$ cat config.mk
export PLATFORM = sky130hd
export DESIGN_NAME = dtc_top
export DESIGN_NICKNAME = d
export VERILOG_FILES = /design/src/include/dtc_pkg.sv /design/src/logic/dtc_top.sv
export SDC_FILE = /design/constraint.sdc
export NUM_CORES = 1
export LEC_CHECK = 0
export ABC_AREA = 1
export BUFFER_PORTS_ARGS = -buffer_cell sky130_fd_sc_hd__buf_2
export CAP_MARGIN = 40
export CORE_UTILIZATION = 59
export CTS_CLUSTER_SIZE = 20
export DETAILED_ROUTE_END_ITERATION = 8
export PLACE_DENSITY = 0.81
export SLEW_MARGIN = 0
export SYNTH_ARGS = -nofsm -noshare
export SYNTH_HDL_FRONTEND = slang
export SYNTH_SLANG_ARGS = --single-unit
$ cat constraint.sdc
create_clock -name ref_clk_i -period 5.3 [get_ports ref_clk_i]
set_input_delay 0.795 -clock ref_clk_i [delete_from_list [all_inputs] [get_ports ref_clk_i]]
set_output_delay 0.795 -clock ref_clk_i [all_outputs]
set_load 0.1 [all_outputs]
$ cat src/include/dtc_pkg.sv
// dual timer/counter package: register map, field positions, phases, step helper
// assumes one system clock; a machine cycle spans a fixed number of system clocks
package dtc_pkg;

	// ----------------------------------------------------------------
	// register map
	// ----------------------------------------------------------------
	localparam logic [7:0] ADDR_CTRL_FLAGS = 8'h88;
	localparam logic [7:0] ADDR_MODE_SEL = 8'h89;
	localparam logic [7:0] ADDR_U0_LOW = 8'h8A;
	localparam logic [7:0] ADDR_U1_LOW = 8'h8B;
	localparam logic [7:0] ADDR_U0_HIGH = 8'h8C;
	localparam logic [7:0] ADDR_U1_HIGH = 8'h8D;
	localparam logic [7:0] ADDR_CLK_SEL = 8'h8E;
	localparam logic [7:0] ADDR_PORT3_MODE = 8'h96;

	localparam logic [7:0] RST_CTRL_FLAGS = 8'h00;
	localparam logic [7:0] RST_MODE_SEL = 8'h00;
	localparam logic [7:0] RST_CLK_SEL = 8'h00;
	localparam logic [7:0] RST_PORT3_MODE = 8'h00;
	localparam logic [7:0] RST_COUNT_BYTE = 8'h00;
	localparam logic RST_TOGGLE = 1'b0;

	// ----------------------------------------------------------------
	// field positions
	// ----------------------------------------------------------------
	localparam int CTRL_U1_OVF = 7;
	localparam int CTRL_U1_RUN = 6;
	localparam int CTRL_U0_OVF = 5;
	localparam int CTRL_U0_RUN = 4;
	localparam int CLK_U1_DIV = 4;
	localparam int CLK_U0_DIV = 3;
	localparam logic [7:0] CLK_SEL_MASK = 8'h18;
	localparam int MODE_U1_GATE = 7;
	localparam int MODE_U1_FUNC = 6;
	localparam int MODE_U1_SEL = 4;
	localparam int MODE_U0_GATE = 3;
	localparam int MODE_U0_FUNC = 2;
	localparam int MODE_U0_SEL = 0;
	localparam int P3M_U1_TOGGLE = 3;
	localparam int P3M_U0_TOGGLE = 2;

	// ----------------------------------------------------------------
	// machine cycle timing (phase index 0 is the first phase)
	// ----------------------------------------------------------------
	localparam logic [3:0] MC_LAST_PHASE = 4'hB;
	localparam logic [3:0] PH_UPDATE = 4'h2;
	localparam logic [3:0] PH_SAMPLE = 4'h3;
	localparam logic [1:0] PH_FAST_TICK = 2'h2;

	localparam logic [1:0] MODE_PRESCALE = 2'h0;
	localparam logic [1:0] MODE_FULL16 = 2'h1;
	localparam logic [1:0] MODE_RELOAD8 = 2'h2;
	localparam logic [1:0] MODE_SPLIT = 2'h3;

	// ----------------------------------------------------------------
	// carriers
	// ----------------------------------------------------------------
	typedef struct packed {
		logic [7:0] addr;
		logic [7:0] wdata;
		logic wr;
		logic rd;
		logic bit_wr;
		logic bit_rd;
		logic [2:0] bit_idx;
		logic bit_val;
	} dtc_bus_req_t;

	typedef struct packed {
		logic [15:0] cnt;
		logic ovf;
	} dtc_step_t;

	// one increment of a unit in modes 0..2; mode 3 is handled by the caller
	function automatic dtc_step_t dtc_count_step(input logic [1:0] mode,
			input logic [15:0] cnt, input logic inc);
		dtc_step_t r;
		logic [16:0] sum;
		logic carry;
		r.cnt = cnt;
		r.ovf = 1'b0;
		sum = {1'b0, cnt} + 17'h00001;
		carry = &cnt[4:0];
		if (inc) begin
			case (mode)
				MODE_PRESCALE: begin
					r.cnt[4:0] = cnt[4:0] + 5'h01;
					r.cnt[15:8] = cnt[15:8] + {7'h00, carry};
					r.ovf = carry & (&cnt[15:8]);
				end
				MODE_FULL16: begin
					r.cnt = sum[15:0];
					r.ovf = sum[16];
				end
				MODE_RELOAD8: begin
					r.cnt[7:0] = (&cnt[7:0]) ? cnt[15:8] : sum[7:0];
					r.ovf = &cnt[7:0];
				end
				default: begin
					r.cnt = cnt;
				end
			endcase
		end
		return r;
	endfunction

endpackage

$ cat src/logic/dtc_top.sv
// two 16-bit timer/counters with four modes, register port and toggle outputs
// assumes count and gate pins are asynchronous; register port is on ref_clk_i
//
// Overview of operation
// RQ1: each unit counts in a 16-bit value of two separately accessible bytes.
// RQ2: with toggling enabled, a unit's overflow inverts its toggle pin output.
// RQ3: each unit's toggle enable is its own bit of the port-3 mode register.
// RQ4: timer function divides system clock by 12, or by 4 when select set.
// RQ5: clock select for unit one at bit 4, unit zero at bit 3.
// RQ6: counter function increments on a falling edge of the count pin.
// RQ7: count pins are sampled once per machine cycle; high then low is an edge.
// RQ8: external counting never exceeds one twenty-fourth of the system clock.
// RQ9: counts update at the update phase; edges count the machine cycle after.
// RQ10: function select is mode bit 2 for unit zero, bit 6 for unit one.
// RQ11: unit one gate set means counting needs its interrupt input high too.
// RQ12: unit zero gate set means counting needs run and its interrupt input high.
// RQ13: mode 00 is an 8-bit upper counter behind a 5-bit lower prescaler.
// RQ14: mode 01 is a full 16-bit timer or counter.
// RQ15: mode 10 is an 8-bit lower counter reloaded from the upper byte.
// RQ16: mode 11 splits unit zero into two 8-bit parts, upper timer only.
// RQ17: mode 11 halts unit one.
// RQ18: control register allows bit and byte access and resets to zero.
// RQ19: overflow sets the unit's flag; counting only while its run bit is set.
// RQ20: in split mode unit zero's upper part uses unit one's run and flag.
//
// The strobed register port was chosen for this implementation.
`timescale 1ns/1ps

module dtc_top
	import dtc_pkg::*;
(
	input wire logic ref_clk_i,
	input wire logic rst_n_i,
	input wire dtc_bus_req_t bus_i,
	output logic [7:0] rd_data_o,
	input wire logic unit_zero_count_pin_i,
	input wire logic unit_one_count_pin_i,
	input wire logic ext_irq_zero_in_i,
	input wire logic ext_irq_one_in_i,
	output logic unit_zero_toggle_o,
	output logic unit_one_toggle_o
);

	// ----------------------------------------------------------------
	// pin synchronisers
	// ----------------------------------------------------------------
	logic [3:0] pin_meta_q;
	logic [3:0] pin_sync_q;
	logic pin0_s;
	logic pin1_s;
	logic irq0_s;
	logic irq1_s;

	always_ff @(posedge ref_clk_i) begin
		if (!rst_n_i) begin
			pin_meta_q <= 4'hF;
			pin_sync_q <= 4'hF;
		end else begin
			pin_meta_q <= {ext_irq_one_in_i, ext_irq_zero_in_i,
				unit_one_count_pin_i, unit_zero_count_pin_i};
			pin_sync_q <= pin_meta_q;
		end
	end

	assign pin0_s = pin_sync_q[0];
	assign pin1_s = pin_sync_q[1];
	assign irq0_s = pin_sync_q[2];
	assign irq1_s = pin_sync_q[3];

	// ----------------------------------------------------------------
	// registers
	// ----------------------------------------------------------------
	logic [7:0] ctrl_q;
	logic [7:0] ctrl_d;
	logic [7:0] mode_q;
	logic [7:0] clk_sel_q;
	logic [7:0] p3m_q;
	logic [15:0] cnt0_q;
	logic [15:0] cnt0_d;
	logic [15:0] cnt1_q;
	logic [15:0] cnt1_d;
	logic [7:0] rd_data_q;
	logic tgl0_q;
	logic tgl1_q;

	logic wr_en;
	logic [7:0] wr_addr;
	assign wr_en = bus_i.wr;
	assign wr_addr = bus_i.addr;

	always_ff @(posedge ref_clk_i) begin
		if (!rst_n_i) begin
			mode_q <= RST_MODE_SEL;
			clk_sel_q <= RST_CLK_SEL;
			p3m_q <= RST_PORT3_MODE;
		end else if (wr_en) begin
			if (wr_addr == ADDR_MODE_SEL) begin
				mode_q <= bus_i.wdata;
			end
			if (wr_addr == ADDR_CLK_SEL) begin
				clk_sel_q <= bus_i.wdata & CLK_SEL_MASK; // [RQ5]
			end
			if (wr_addr == ADDR_PORT3_MODE) begin
				p3m_q <= bus_i.wdata; // [RQ3]
			end
		end
	end

	// ----------------------------------------------------------------
	// machine cycle phase and ticks
	// ----------------------------------------------------------------
	logic [3:0] phase_q;
	logic at_update;
	logic at_sample;
	logic fast_tick;

	always_ff @(posedge ref_clk_i) begin
		if (!rst_n_i) begin
			phase_q <= 4'h0;
		end else if (phase_q == MC_LAST_PHASE) begin
			phase_q <= 4'h0;
		end else begin
			phase_q <= phase_q + 4'h1;
		end
	end

	assign at_update = (phase_q == PH_UPDATE);
	assign at_sample = (phase_q == PH_SAMPLE);
	// divide by 4 ticks three times a machine cycle, one of them at the update phase
	assign fast_tick = (phase_q[1:0] == PH_FAST_TICK);

	// ----------------------------------------------------------------
	// count pin edge detection
	// ----------------------------------------------------------------
	logic [1:0] samp_q;
	logic [1:0] pend_q;

	// sampling once per machine cycle caps external counting at 1/24 of the clock
	always_ff @(posedge ref_clk_i) begin
		if (!rst_n_i) begin
			samp_q <= 2'h0;
			pend_q <= 2'h0;
		end else if (at_sample) begin
			samp_q <= {pin1_s, pin0_s}; // [RQ7] [RQ8]
			pend_q <= samp_q & ~{pin1_s, pin0_s}; // [RQ6] [RQ7]
		end else if (at_update) begin
			pend_q <= 2'h0; // [RQ9]
		end
	end

	// ----------------------------------------------------------------
	// increment sources
	// ----------------------------------------------------------------
	logic [1:0] mode0;
	logic [1:0] mode1;
	logic tick0;
	logic tick1;
	logic en0;
	logic en1;
	logic inc0;
	logic inc1;
	logic split0;

	assign mode0 = mode_q[MODE_U0_SEL +: 2];
	assign mode1 = mode_q[MODE_U1_SEL +: 2];
	assign split0 = (mode0 == MODE_SPLIT);
	assign tick0 = clk_sel_q[CLK_U0_DIV] ? fast_tick : at_update; // [RQ4]
	assign tick1 = clk_sel_q[CLK_U1_DIV] ? fast_tick : at_update; // [RQ4]
	assign en0 = ctrl_q[CTRL_U0_RUN] & (~mode_q[MODE_U0_GATE] | irq0_s); // [RQ12] [RQ19]
	assign en1 = ctrl_q[CTRL_U1_RUN] & (~mode_q[MODE_U1_GATE] | irq1_s); // [RQ11] [RQ19]
	// external edges are only applied at the update phase of the following cycle
	assign inc0 = en0 & (mode_q[MODE_U0_FUNC] ? (pend_q[0] & at_update) : tick0); // [RQ10]
	assign inc1 = en1 & (mode1 != MODE_SPLIT) // [RQ17]
		& (mode_q[MODE_U1_FUNC] ? (pend_q[1] & at_update) : tick1); // [RQ10]

	// ----------------------------------------------------------------
	// counting
	// ----------------------------------------------------------------
	dtc_step_t step0;
	dtc_step_t step1;
	logic ovf0;
	logic ovf1;
	logic split_hi_inc;
	logic split_hi_ovf;
	logic split_lo_ovf;

	assign step0 = dtc_count_step(mode0, cnt0_q, inc0); // [RQ13] [RQ14] [RQ15]
	assign step1 = dtc_count_step(mode1, cnt1_q, inc1); // [RQ13] [RQ14] [RQ15]
	// split upper byte borrows unit one's run bit, ignores gate and function
	assign split_hi_inc = split0 & ctrl_q[CTRL_U1_RUN] & tick0; // [RQ16] [RQ20]
	assign split_lo_ovf = split0 & inc0 & (&cnt0_q[7:0]);
	assign split_hi_ovf = split_hi_inc & (&cnt0_q[15:8]);
	assign ovf0 = split0 ? split_lo_ovf : step0.ovf;
	assign ovf1 = step1.ovf;

	always_comb begin
		cnt0_d = cnt0_q;
		if (split0) begin
			cnt0_d[7:0] = cnt0_q[7:0] + {7'h00, inc0}; // [RQ16]
			cnt0_d[15:8] = cnt0_q[15:8] + {7'h00, split_hi_inc}; // [RQ16]
		end else begin
			cnt0_d = step0.cnt;
		end
		if (wr_en && wr_addr == ADDR_U0_LOW) begin
			cnt0_d[7:0] = bus_i.wdata; // [RQ1]
		end
		if (wr_en && wr_addr == ADDR_U0_HIGH) begin
			cnt0_d[15:8] = bus_i.wdata; // [RQ1]
		end
	end

	always_comb begin
		cnt1_d = step1.cnt;
		if (wr_en && wr_addr == ADDR_U1_LOW) begin
			cnt1_d[7:0] = bus_i.wdata; // [RQ1]
		end
		if (wr_en && wr_addr == ADDR_U1_HIGH) begin
			cnt1_d[15:8] = bus_i.wdata; // [RQ1]
		end
	end

	always_ff @(posedge ref_clk_i) begin
		if (!rst_n_i) begin
			cnt0_q <= {RST_COUNT_BYTE, RST_COUNT_BYTE};
			cnt1_q <= {RST_COUNT_BYTE, RST_COUNT_BYTE};
		end else begin
			cnt0_q <= cnt0_d; // [RQ9]
			cnt1_q <= cnt1_d; // [RQ9]
		end
	end

	// ----------------------------------------------------------------
	// control register: byte and bit access, set beats clear
	// ----------------------------------------------------------------
	always_comb begin
		ctrl_d = ctrl_q;
		if (wr_en && wr_addr == ADDR_CTRL_FLAGS) begin
			ctrl_d = bus_i.wdata; // [RQ18]
		end
		if (bus_i.bit_wr) begin
			ctrl_d[bus_i.bit_idx] = bus_i.bit_val; // [RQ18]
		end
		if (ovf0) begin
			ctrl_d[CTRL_U0_OVF] = 1'b1; // [RQ19]
		end
		// in split mode unit one no longer owns its flag
		if (split_hi_ovf || (ovf1 && !split0)) begin
			ctrl_d[CTRL_U1_OVF] = 1'b1; // [RQ19] [RQ20]
		end
	end

	always_ff @(posedge ref_clk_i) begin
		if (!rst_n_i) begin
			ctrl_q <= RST_CTRL_FLAGS; // [RQ18]
		end else begin
			ctrl_q <= ctrl_d;
		end
	end

	// ----------------------------------------------------------------
	// toggle outputs
	// ----------------------------------------------------------------
	always_ff @(posedge ref_clk_i) begin
		if (!rst_n_i) begin
			tgl0_q <= RST_TOGGLE;
			tgl1_q <= RST_TOGGLE;
		end else begin
			if (ovf0 && p3m_q[P3M_U0_TOGGLE]) begin
				tgl0_q <= ~tgl0_q; // [RQ2] [RQ3]
			end
			if (ovf1 && p3m_q[P3M_U1_TOGGLE]) begin
				tgl1_q <= ~tgl1_q; // [RQ2] [RQ3]
			end
		end
	end

	assign unit_zero_toggle_o = tgl0_q;
	assign unit_one_toggle_o = tgl1_q;

	// ----------------------------------------------------------------
	// read port: data stand one cycle after the strobe
	// ----------------------------------------------------------------
	function automatic logic [7:0] rd_mux(input logic [7:0] a);
		case (a)
			ADDR_CTRL_FLAGS: rd_mux = ctrl_q;
			ADDR_MODE_SEL: rd_mux = mode_q;
			ADDR_U0_LOW: rd_mux = cnt0_q[7:0];
			ADDR_U1_LOW: rd_mux = cnt1_q[7:0];
			ADDR_U0_HIGH: rd_mux = cnt0_q[15:8];
			ADDR_U1_HIGH: rd_mux = cnt1_q[15:8];
			ADDR_CLK_SEL: rd_mux = clk_sel_q;
			ADDR_PORT3_MODE: rd_mux = p3m_q;
			default: rd_mux = 8'h00;
		endcase
	endfunction

	always_ff @(posedge ref_clk_i) begin
		if (!rst_n_i) begin
			rd_data_q <= 8'h00;
		end else if (bus_i.rd) begin
			rd_data_q <= rd_mux(bus_i.addr);
		end else if (bus_i.bit_rd) begin
			rd_data_q <= {7'h00, ctrl_q[bus_i.bit_idx]}; // [RQ18]
		end else begin
			rd_data_q <= 8'h00;
		end
	end

	assign rd_data_o = rd_data_q;

	// ----------------------------------------------------------------
	// checks
	// ----------------------------------------------------------------
	logic sw_cnt0;
	logic sw_cnt1;
	assign sw_cnt0 = wr_en && (wr_addr == ADDR_U0_LOW || wr_addr == ADDR_U0_HIGH);
	assign sw_cnt1 = wr_en && (wr_addr == ADDR_U1_LOW || wr_addr == ADDR_U1_HIGH);
endmodule // dtc_top

# After elaboration in Yosys (flattened, before gate mapping)
# Index checks and enable logic that the tools add are counted.
# totals
register_bits	84
inputBits	30
out_inout_bits	10
wordCells	146
# op_classes
n_addsub	9
n_lt_le_gt_ge	2
eq_ne	18
mux	36
n_bitwise	23
n_reduce_logical	40
# op_table
op	count
two-way mux 8 bit	9
equality test 8 bit, second input constant	8
one-hot mux 8 bit (8 select lines)	1
adder 16 x 1 -> 17 bit, second input constant	2
two-way mux 17 bit	2
adder 8 x 1 -> 8 bit	4
one-hot mux 8 bit (2 select lines)	2
AND reduction 8 bit	4
one-hot mux 5 bit (3 select lines)	2
AND reduction 2 bit	9
two-way mux 16 bit	1
AND 1 bit	14
one-hot mux 3 bit (2 select lines)	2
nonzero test 3 bit	4
nonzero test 4 bit	3
adder 5 x 1 -> 5 bit, second input constant	2
two-way mux 1 bit	10
AND reduction 5 bit	2
logical AND 1 bit	9
bitwise mux 8 bit	1
equality test 2 bit, second input constant	4
equality test 4 x 2 -> 1 bit, second input constant	2
one-hot mux 1 bit (3 select lines)	2
nonzero test 2 bit	3
18 further kinds	26

# Longest topological paths before layout
# Gate-level depths: netlist (run 1).
# depth
word_depth	9
mapped_depth	16
depth_no_buf	16

# Worst setup path before layout (run 1)
# No wires, ideal clock.
# synth_timing
path_kind	register -> register
from	register mode_q[0]
to	register cnt0_q[14]
arrival_time_ps	1975
setup_slack_ps	3207
stages_incl_launch_ff	15
path_buffers	1
period_less_slack_ps	2093
cell_sequence	dfxtp_1 > ha_1 > inv_1 > clkbuf_1 > nor2_1 > ha_1 > ha_1 > inv_1 > nor2_1 > inv_1 > o21ai_0 > o211ai_1 > nand3_1 > a21oi_1 > nor2_1
# synth_via
elab_chain_cells	6
word_cells_on_any_way	13
cone_classes	add/sub: 1; eq/ne: 2; mux: 4; bitwise: 2; reduce/logical: 4
# synth_lines
item	line_no	source
start: declaration	dtc_top.sv:75	logic [7:0] mode_q;
start signal: assignment	dtc_top.sv:98	mode_q <= bus_i.wdata;
equality test 2 bit	dtc_top.sv:166	assign split0 = (mode0 == MODE_SPLIT);
AND 1 bit (2 in series)	dtc_top.sv:190	assign split_hi_inc = split0 & ctrl_q[CTRL_U1_RUN] & tick0;
adder 8 x 1 -> 8 bit	dtc_top.sv:200	cnt0_d[15:8] = cnt0_q[15:8] + {7'h00, split_hi_inc};
two-way mux 16 bit	dtc_top.sv:198	if (split0) begin
two-way mux 8 bit	dtc_top.sv:207	if (wr_en && wr_addr == ADDR_U0_HIGH) begin
end signal: assignment	dtc_top.sv:224	cnt0_q <= {RST_COUNT_BYTE, RST_COUNT_BYTE};
end signal: assignment	dtc_top.sv:227	cnt0_q <= cnt0_d;
end: declaration	dtc_top.sv:78	logic [15:0] cnt0_q;
# Several ways; a longest one is shown, not always the timed one. The select of a mux whose other input is x is not followed.
# A chain may end at the register's enable or synchronous reset.

# Worst setup path after layout (run 1)
# layout_timing
from	register mode_q[1]
to	register cnt0_q[14]
# Same word-level chain as after synthesis.

==> results.cfg, run 1 <==
[die]
die_area_um2 = 10300
die_h_um = 101
placeableCoreArea_um2 = 9420
num_rows = 35
start_util = 0.619
die_w_um = 101
boundaryPins = 40

[logic_synthesis]
synthTopCellsByArea = dfxtp_1 (29%), nand2_1 (13%), inv_1 (9.0%)
synth_top_area_frac = 0.289
avgSynthCellArea_um2 = 6.15
syn-num-nets = 1000
netlist_instances = 947
synth_top_family_by_area = simple AND/OR/NAND/NOR gates
synth_fa_ha_area_frac = 0.0494
synth.area.mux_share = 0
synthFlopType = dfxtp_1
yosys_warnings = 0
ys_seq_area_frac = 0.289
synth_xor_area_frac = 0.0135
synthArstFlopShare = 0
yosys.cell_types.count = 40
synth_compound_area_frac = 0.205
mappedNetlistArea_um2 = 5820
synth-simple-area-share = 0.334
yosysTopAreaCell = dfxtp_1
synth_edf_count = 0
synth_seq_cells = 84

[timing]
fmax_ghz = 0.353
tns_ns = 0
finalSetupViolations = 0
maxSlewViolCount = 0
tightest_slew_ns = 0.842
fin_crit_sh = 0.534
layout_min_cycle_time_ns = 2.83
hold_viol = 0
max_slew_margin = 0.437
clock_skew_ns = 0.0132
grt_setup_unrepaired = false

[layout]
stdcell_area_um2 = 6270
final_common_cell = nand2_1
multi_input_area_um2 = 3500
final_cell_mix = nand2_1 (204), inv_1 (139), nor2_1 (108)
nets = 1030
area_delta_synth_final_pct = 7.63
drive_gt1_frac = 0.0916
num_antenna_cells = 0
seq_area_um2 = 1680
fillers = 906

[clock_network]
clk-insertion-delay-late_ns = 0.38
post_cts_resized = 0
h-tree-depth = 3
cts_num_sinks = 84
cts_root_buf = clkbuf_8
path_clk_slew_ns = 0.10
postCtsHoldBufs = 0
cts_setup_buffers = 0
cts_buffer_depth = 2
tritoncts = yes
cts-buffers-inserted = 9

[routing]
avgViaCountPerCell = 5.78
drc = 0
avgRoutedWirePerCell_um = 15.8
dr.first_iter.drc_count = 612
wirelength_um = 17600
antenna_left = 0
firstDrtPassIters = 7
num_vias = 6421

[placed_design]
dpl_cell_area_um2 = 6080
portBuffers = 39
routabilityCongestion = 0.969
hpwl_um = 13300

[grt]
grt_pass1_vias = 5619
grt_max_degree = 43
overflow = 0
grt_pass1_wl_um = 27900
antenna_found_initial = 0
grtUsageTotal = 0.357

[critical_path]
worstPathArrival_ns = 3.15
end_kind = flip-flop
reg2regPathDepth = 13
crit_end = cnt0_q[14]$_SDFFE_PN0P_
crit_type = flip-flop to flip-flop
reg2reg_to = cnt0_q[14]$_SDFFE_PN0P_
worstReg2RegStart = mode_q[1]$_SDFFE_PN0P_
path_max_fanout = 13
crit_path_start = mode_q[1]$_SDFFE_PN0P_
r2r_slack_ns = 2.47
cp-start-kind = flip-flop
required_ns = 5.62

[flow_run]
maxCapViolations = 0

[power_and_ir_drop]
leakage_nw = 2.63
power.density_nw_per_um2 = 191
ir_drop_v = 0.000125

[run_status]
status = complete, no violations

[worst_hold_path]
hp-class = flip-flop to flip-flop
## synthesized netlist by cell type (all sizes together) (12+ instances only)
| master | n |
|---|---|
| a21oi | 94 |
| clkbuf | 12 |
| dfxtp | 84 |
| ha | 23 |
| inv | 142 |
| nand2 | 211 |
| nand3 | 79 |
| nand4 | 12 |
| nor2 | 115 |
| o21ai | 98 |
| o22ai | 22 |
## per-layer routing
layer,wire [um],global-route usage,vias up
met1,6990,0.456,2807
met3,1790,0.0690,76
met4,942,0.197,0
met2,7840,0.568,373
met5,0,0,-
li1,-,-,3165
## sequential cells by signal, summed over array words and instances (netlist names), 2 cells and up
register    cells
cnt1_q         16
clk_sel_q       2
cnt0_q         16
rd_data_o       8
pin_sync_q      4
mode_q          8
p3m_q           8
pend_q          2
ctrl_q          8
samp_q          2
pin_meta_q      4
phase_q         4
## power by group
part	switching [mW]	leakage [nW]	total, mW	internal [mW]
Sequential	0.00823	0.680	0.649	0.641
Combinational	0.0696	1.86	0.0979	0.0283
Clock	0.273	0.0886	0.450	0.177
## logic make-up after synthesis
family                     count (synthesis)
xor gates and xnor gates                   9
buffers and inverters                    163
AOI/OAI and AO/OA                        226
and+or+nand+nor                          442
adders and majority gates                 23
DFF                                       84
## per-stage QoR
step	worst slack (ns)	utilization	hold slack (ns)	std cells	power [mW]
floorplan	3.21	-	0.393	947	0.718
global placement	2.45	0.646	0.393	1095	0.758
detailed placement	2.37	0.646	0.397	1095	0.759
CTS	2.55	0.666	0.418	1111	1.19
global route	2.28	0.666	0.456	1111	1.23
finish	2.47	0.666	0.422	1111	1.20
## final cells by class
type,instances,share of cell area
repair buffers,39,0.0311
clock buffers,9,0.0198
multi-input cells,700,0.559
clock inverters,7,0.00998
inverters,143,0.0860
flip-flops and latches,84,0.268
well taps,129,0.0257
## worst max-delay path, cell delays in order (launching register included)
cell	delay (ns)
dfxtp_1	0.43
ha_1	0.50
inv_1	0.39
nor2_1	0.26
ha_1	0.26
ha_1	0.19
inv_1	0.06
nor2_1	0.10
inv_1	0.07
o21ai_0	0.15
o211ai_1	0.11
nand3_1	0.13
a21oi_1	0.06
nor2_1	0.08
## worst min path at each step
stage | start | endpoint | slack [ns] | cells after the start
floorplan | pin_meta_q[0]$_SDFF_PN1_ | pin_sync_q[0]$_SDFF_PN1_ | 0.39 | 1
global placement | pin_meta_q[1]$_SDFF_PN1_ | pin_sync_q[1]$_SDFF_PN1_ | 0.39 | 1
detailed placement | pin_meta_q[2]$_SDFF_PN1_ | pin_sync_q[2]$_SDFF_PN1_ | 0.40 | 1
CTS | pin_meta_q[2]$_SDFF_PN1_ | pin_sync_q[2]$_SDFF_PN1_ | 0.42 | 1
global route | pin_meta_q[3]$_SDFF_PN1_ | pin_sync_q[3]$_SDFF_PN1_ | 0.46 | 1
finish | pin_meta_q[2]$_SDFF_PN1_ | pin_sync_q[2]$_SDFF_PN1_ | 0.42 | 1
Power figures use the tool's default switching activity.
==> run 2, diff against run 1 <==
--- a/config.mk
+++ b/config.mk
@@ -8,7 +8,7 @@
 export ABC_AREA = 1
 export BUFFER_PORTS_ARGS = -buffer_cell sky130_fd_sc_hd__buf_2
 export CAP_MARGIN = 40
-export CORE_UTILIZATION = 59
+export CORE_UTILIZATION = 56
 export CTS_CLUSTER_SIZE = 20
 export DETAILED_ROUTE_END_ITERATION = 8
 export PLACE_DENSITY = 0.81
==> constraint.sdc (replaced) <==
create_clock -name ref_clk_i -period 2.6 [get_ports ref_clk_i]
set_input_delay 0.39 -clock ref_clk_i [delete_from_list [all_inputs] [get_ports ref_clk_i]]
set_output_delay 0.39 -clock ref_clk_i [all_outputs]
set_load 0.1 [all_outputs]
==> results.cfg, run 2 (synthesis gave the netlist of run 1 again) <==
[critical_path]
end_kind = flip-flop
cp_slowest_cell = dfxtp_1
cp_num_buf_inv = 3
crit_type = flip-flop to flip-flop
cp-start-kind = flip-flop
max_stage_delay_ns = 0.35
worstPathArrival_ns = 2.63
cpMostUsedCell = inv_1
path_cells = inv_1 -> ha_1 -> nand2_1 -> o21ai_2 -> inv_1 -> nor2_2 -> ha_1 -> nand3_1 -> nor2_2 -> o21ai_0 -> o21ai_0 -> inv_1 -> nand2_1 -> nand3_1 -> a21oi_1
required_ns = 2.90
critPathTopFamily = simple AND/OR/NAND/NOR gates
path_max_fanout = 6

[power_and_ir_drop]
switching_power_uw = 668
clockPowerShare = 0.380
ir_drop_v = 0.000267
power_frac_comb = 0.083
seqPwrFrac = 0.537
p_int_mw = 1.80
leakage_nw = 2.68
power.density_nw_per_um2 = 388
swShare = 0.271

[clock_network]
tritoncts = yes
path_clk_slew_ns = 0.09
clk-insertion-delay-late_ns = 0.37
cts_num_sinks = 84
cts_setup_buffers = 0
cts_buffer_depth = 2
cts_root_buf = clkbuf_8
cts-buffers-inserted = 9
postCtsHoldBufs = 0
h-tree-depth = 3

[timing]
fmax_ghz = 0.429
maxSlewViolCount = 0
finalSetupViolations = 0
hold_viol = 0
layout_min_cycle_time_ns = 2.33
setup_ws_ns = 0.269
max_slew_margin = 0.579
grt_setup_unrepaired = false
clock_skew_ns = 0.00871
tns_ns = 0
fin_crit_sh = 0.896
tightest_slew_ns = 0.631

[placed_design]
hpwl_um = 13500
dpl_cell_area_um2 = 6150
portBuffers = 39
place_ws_ns = 0.295
routabilityCongestion = 0.997
numPlacedInstances = 1107

[layout]
seq_area_um2 = 1680
multi_input_area_um2 = 3510
final_cell_mix = nand2_1 (204), inv_1 (139), nor2_1 (107)
largest_registers = cnt0_q: 16 flops, cnt1_q: 16 flops
num_antenna_cells = 0
final_util = 0.641
drive_gt1_frac = 0.102
instances_no_fill = 1123
area_delta_synth_final_pct = 9.07
nets = 1038
stdcell_area_um2 = 6350
final_common_cell = nand2_1
fillers = 986

[die]
placeableCoreArea_um2 = 9910
die_area_um2 = 10800
die_w_um = 104
die_h_um = 104
boundaryPins = 40
num_rows = 36
start_util = 0.588

[grt]
grtUsageTotal = 0.334
grt_max_degree = 42
grt_pass1_wl_um = 28500
antenna_found_initial = 0
overflow = 0
grt_pass1_vias = 5825

[routing]
antenna_left = 0
firstDrtPassIters = 7
wirelength_um = 17800
avgRoutedWirePerCell_um = 15.9
drc = 0
avgViaCountPerCell = 5.74
num_vias = 6444
dr.first_iter.drc_count = 516

[flow_run]
maxCapViolations = 0

[run_status]
status = complete, no violations

[worst_hold_path]
hp-class = input port to flip-flop
[run 2: worst paths after layout]
check,cells after the start,slack [ns],from,endpoint
max,15,0.27,phase_q[0]$_SDFF_PP0_,cnt0_q[5]$_SDFFE_PN0P_
min,2,0.20,ext_irq_zero_in_i,pin_meta_q[2]$_SDFF_PN1_
min reg2reg,1,0.42,pin_meta_q[3]$_SDFF_PN1_,pin_sync_q[3]$_SDFF_PN1_
max reg2reg,15,0.27,phase_q[0]$_SDFF_PP0_,cnt0_q[5]$_SDFFE_PN0P_
[run 2: cell type report]
class                      instances  area share
inverter                         143      0.0849
clock buffer                      12      0.0260
tap                              133      0.0262
timing repair buffer              47      0.0402
clock inverter                     4     0.00473
multi-input combinational        700       0.553
sequential                        84       0.265
[run 2: power by group through the flow]
stage                     registers (mW)  logic, mW  clock network, mW
after floorplan                     1.35      0.115                  0
after global placement              1.35      0.195                  0
after detailed placement            1.35      0.198                  0
after CTS                           1.32      0.198              0.943
after global routing                1.33      0.224              0.997
final                               1.32      0.205              0.936
[run 2: layer usage]
| metal | global-route usage | wire length, um | vias up |
|---|---|---|---|
| met4 | 0.208 | 1090 | 0 |
| met1 | 0.431 | 7330 | 2817 |
| met3 | 0.0539 | 1750 | 85 |
| met2 | 0.519 | 7640 | 370 |
| li1 | - | - | 3172 |
| met5 | 0 | 0 | - |
[run 2: stage by stage]
step	hold slack, ns	power, mW
after floorplan	0.393	1.46
after CTS	0.193	2.46
final	0.198	2.46
after global routing	0.200	2.55
after global placement	0.395	1.55
after detailed placement	0.400	1.55
[run 2: what timing repair did]
item / CTS / global route
endpoints found under the setup margin: 0 / 5
endpoints found under the hold margin: 0 / 0
gates resized for setup: 0 / 3
==> run 3, diff against run 2 <==
--- a/config.mk
+++ b/config.mk
@@ -5,13 +5,13 @@
 export SDC_FILE = /design/constraint.sdc
 export NUM_CORES = 1
 export LEC_CHECK = 0
-export ABC_AREA = 1
 export BUFFER_PORTS_ARGS = -buffer_cell sky130_fd_sc_hd__buf_2
 export CAP_MARGIN = 40
-export CORE_UTILIZATION = 56
+export CORE_UTILIZATION = 55
 export CTS_CLUSTER_SIZE = 20
 export DETAILED_ROUTE_END_ITERATION = 8
-export PLACE_DENSITY = 0.81
+export GPL_TIMING_DRIVEN = 1
+export PLACE_DENSITY = 0.8
 export SLEW_MARGIN = 0
 export SYNTH_ARGS = -nofsm -noshare
 export SYNTH_HDL_FRONTEND = slang
==> results.cfg, run 3 <==
[timing]
maxSlewViolCount = 0
setup_ws_ns = 0.182
tightest_slew_ns = 0.841
finalSetupViolations = 0
fmax_ghz = 0.414
layout_min_cycle_time_ns = 2.42
tns_ns = 0
clock_skew_ns = 0.0116
hold_viol = 0
max_slew_margin = 0.439
grt_setup_unrepaired = false
fin_crit_sh = 0.930

[power_and_ir_drop]
leakage_nw = 2.40
switching_power_uw = 680
power.density_nw_per_um2 = 389
seqPwrFrac = 0.549
clockPowerShare = 0.365
ir_drop_v = 0.000516
power_mw = 2.41
swShare = 0.282
power_frac_comb = 0.085
p_int_mw = 1.73

[worst_hold_path]
hp-class = input port to flip-flop
hold_start = unit_one_count_pin_i
min_path_cells = 2
min_to = pin_meta_q[1]$_SDFF_PN1_

[logic_synthesis]
synthMostInstantiatedCell = dfxtp_1
yosys_warnings = 0
synth_seq_cells = 84
yosysTopAreaCell = dfxtp_1
syn-num-nets = 769
yosys.cell_types.count = 74
synth_fa_ha_area_frac = 0.0507
ys_seq_area_frac = 0.296
synthTopCellsByArea = dfxtp_1 (30%), ha_1 (5.1%), mux2i_1 (4.9%)
synth.area.mux_share = 0.0732
synth_edf_count = 0
avgSynthCellArea_um2 = 7.93
synth_top_area_frac = 0.296
ys_top_cells_by_count = dfxtp_1 (84), nand2_1 (70), nor2_1 (58)
synth_compound_area_frac = 0.238
synth_xor_area_frac = 0.0355
synthArstFlopShare = 0
synthFlopType = dfxtp_1
synth_top_family_by_area = simple AND/OR/NAND/NOR gates
synth-simple-area-share = 0.250
netlist_instances = 716
mappedNetlistArea_um2 = 5680

[die]
placeableCoreArea_um2 = 9910
die_w_um = 104
num_rows = 36
boundaryPins = 40
die_h_um = 104
start_util = 0.573
die_area_um2 = 10700

[layout]
multi_input_area_um2 = 3680
area_delta_synth_final_pct = 9.30
drive_gt1_frac = 0.142
fillers = 915
instances_no_fill = 878
final_common_cell = dfxtp_1
final_cell_mix = dfxtp_1 (84), nand2_1 (70), nor2_1 (58)
seq_area_um2 = 1680
nets = 792
largest_registers = cnt0_q: 16 flops, cnt1_q: 16 flops
stdcell_area_um2 = 6210

[flow_run]
maxCapViolations = 0

[grt]
grt_max_degree = 33
antenna_found_initial = 1
grtUsageTotal = 0.346
overflow = 0
grt_pass1_wl_um = 29000
grt_pass1_vias = 5351

[routing]
avgRoutedWirePerCell_um = 20.9
antenna_left = 0
firstDrtPassIters = 6
avgViaCountPerCell = 6.81
wirelength_um = 18400
dr.first_iter.drc_count = 645
num_vias = 5978
drc = 0

[critical_path]
cp-start-kind = flip-flop
path_max_fanout = 6
required_ns = 2.86
end_kind = flip-flop
crit_type = flip-flop to flip-flop
reg2regPathDepth = 12
worstPathArrival_ns = 2.68
worstReg2RegStart = phase_q[0]$_SDFF_PP0_
reg2reg_to = cnt0_q[4]$_SDFFE_PN0P_
r2r_slack_ns = 0.18

[clock_network]
path_clk_slew_ns = 0.09
cts-buffers-inserted = 9
cts_root_buf = clkbuf_8
cts_buffer_depth = 2
cts_num_sinks = 84
clk-insertion-delay-late_ns = 0.38
tritoncts = yes
h-tree-depth = 3

[run_status]
status = complete, no violations

[placed_design]
portBuffers = 39
hpwl_um = 13300
place_ws_ns = 0.149
routabilityCongestion = 0.965
dpl_cell_area_um2 = 6010
numPlacedInstances = 861
run 3: cell types whose count changed in the layout (fill, tap and decap cells not counted), moves of 39 or more:
cell | previous run | this run
o21ai_0 | 91 | 36
inv_1 | 139 | 24
nand2_1 | 204 | 70
nand3_1 | 75 | 36
a21oi_1 | 94 | 33
nor2_1 | 107 | 58
run 3: kinds of logic (layout without fill, tap and decap cells):
group,count (synthesis),count (layout)
mux,35,35
xor+xnor,23,23
other cells,0,1
flops,84,84
buf+inv,79,107
fa+ha+maj,23,23
simple gates,281,281
compound gates,191,191
run 3: power groups by stage:
stage / combinational [mW] / clock, mW / sequential [mW]
5_1_grt: 0.219 / 0.957 / 1.33
3_5_place_dp: 0.197 / 0 / 1.35
3_3_place_gp: 0.192 / 0 / 1.35
6_report: 0.206 / 0.881 / 1.33
2_1_floorplan: 0.117 / 0 / 1.34
4_1_cts: 0.198 / 0.891 / 1.32
run 3: layout make-up:
cell class              count  share of cell area
flip-flops and latches     84               0.271
multi-input cells         553               0.593
inverters                  25              0.0153
repair buffers             66              0.0641
diodes                      1            0.000403
clock inverters             7             0.00948
well taps                 133              0.0268
clock buffers               9              0.0200
run 3: through the flow:
step	utilization	hold slack, ns
final	0.626	0.197
after global routing	0.626	0.174
after CTS	0.625	0.185
after detailed placement	0.607	0.397
after global placement	0.607	0.390
after floorplan	-	0.386
run 3: layer usage:
layer	vias up	wire [um]	GRT usage
met3	72	2320	0.0862
met1	2785	7390	0.476
met2	413	7950	0.507
li1	2708	-	-
met4	0	710	0.161
met5	-	0	0
run 3: worst max-delay path by stage:
stage	endpoint	cells past startpoint	slack [ns]	start
after floorplan	cnt0_q[4]$_SDFFE_PN0P_	13	0.07	phase_q[0]$_SDFF_PP0_
after global placement	cnt0_q[4]$_SDFFE_PN0P_	12	0.25	phase_q[0]$_SDFF_PP0_
after detailed placement	cnt0_q[4]$_SDFFE_PN0P_	12	0.15	phase_q[0]$_SDFF_PP0_
after CTS	cnt0_q[4]$_SDFFE_PN0P_	12	0.13	phase_q[0]$_SDFF_PP0_
after global routing	cnt0_q[4]$_SDFFE_PN0P_	12	0.01	phase_q[0]$_SDFF_PP0_
final	cnt0_q[4]$_SDFFE_PN0P_	12	0.18	phase_q[0]$_SDFF_PP0_
run 3: timing repair:
| item | 4_1_cts | 5_1_grt |
|---|---|---|
| endpoints found under the setup margin | 0 | 2 |
| hold buffers | 0 | 0 |
| buffers inserted | 0 | 0 |
| hold endpoints to repair | 0 | 0 |
| resized for setup | 0 | 3 |
run 3: worst max-delay path, cell delays in order (launching register included):
cell and delay [ns]:
dfxtp_1 0.35, inv_1 0.07, ha_2 0.22, nand4bb_1 0.12
a2111o_1 0.47, clkinv_2 0.08, ha_2 0.21, ha_2 0.21
nand3_1 0.09, xor2_1 0.14, nor2_1 0.05, a221oi_1 0.19
o21ai_0 0.11
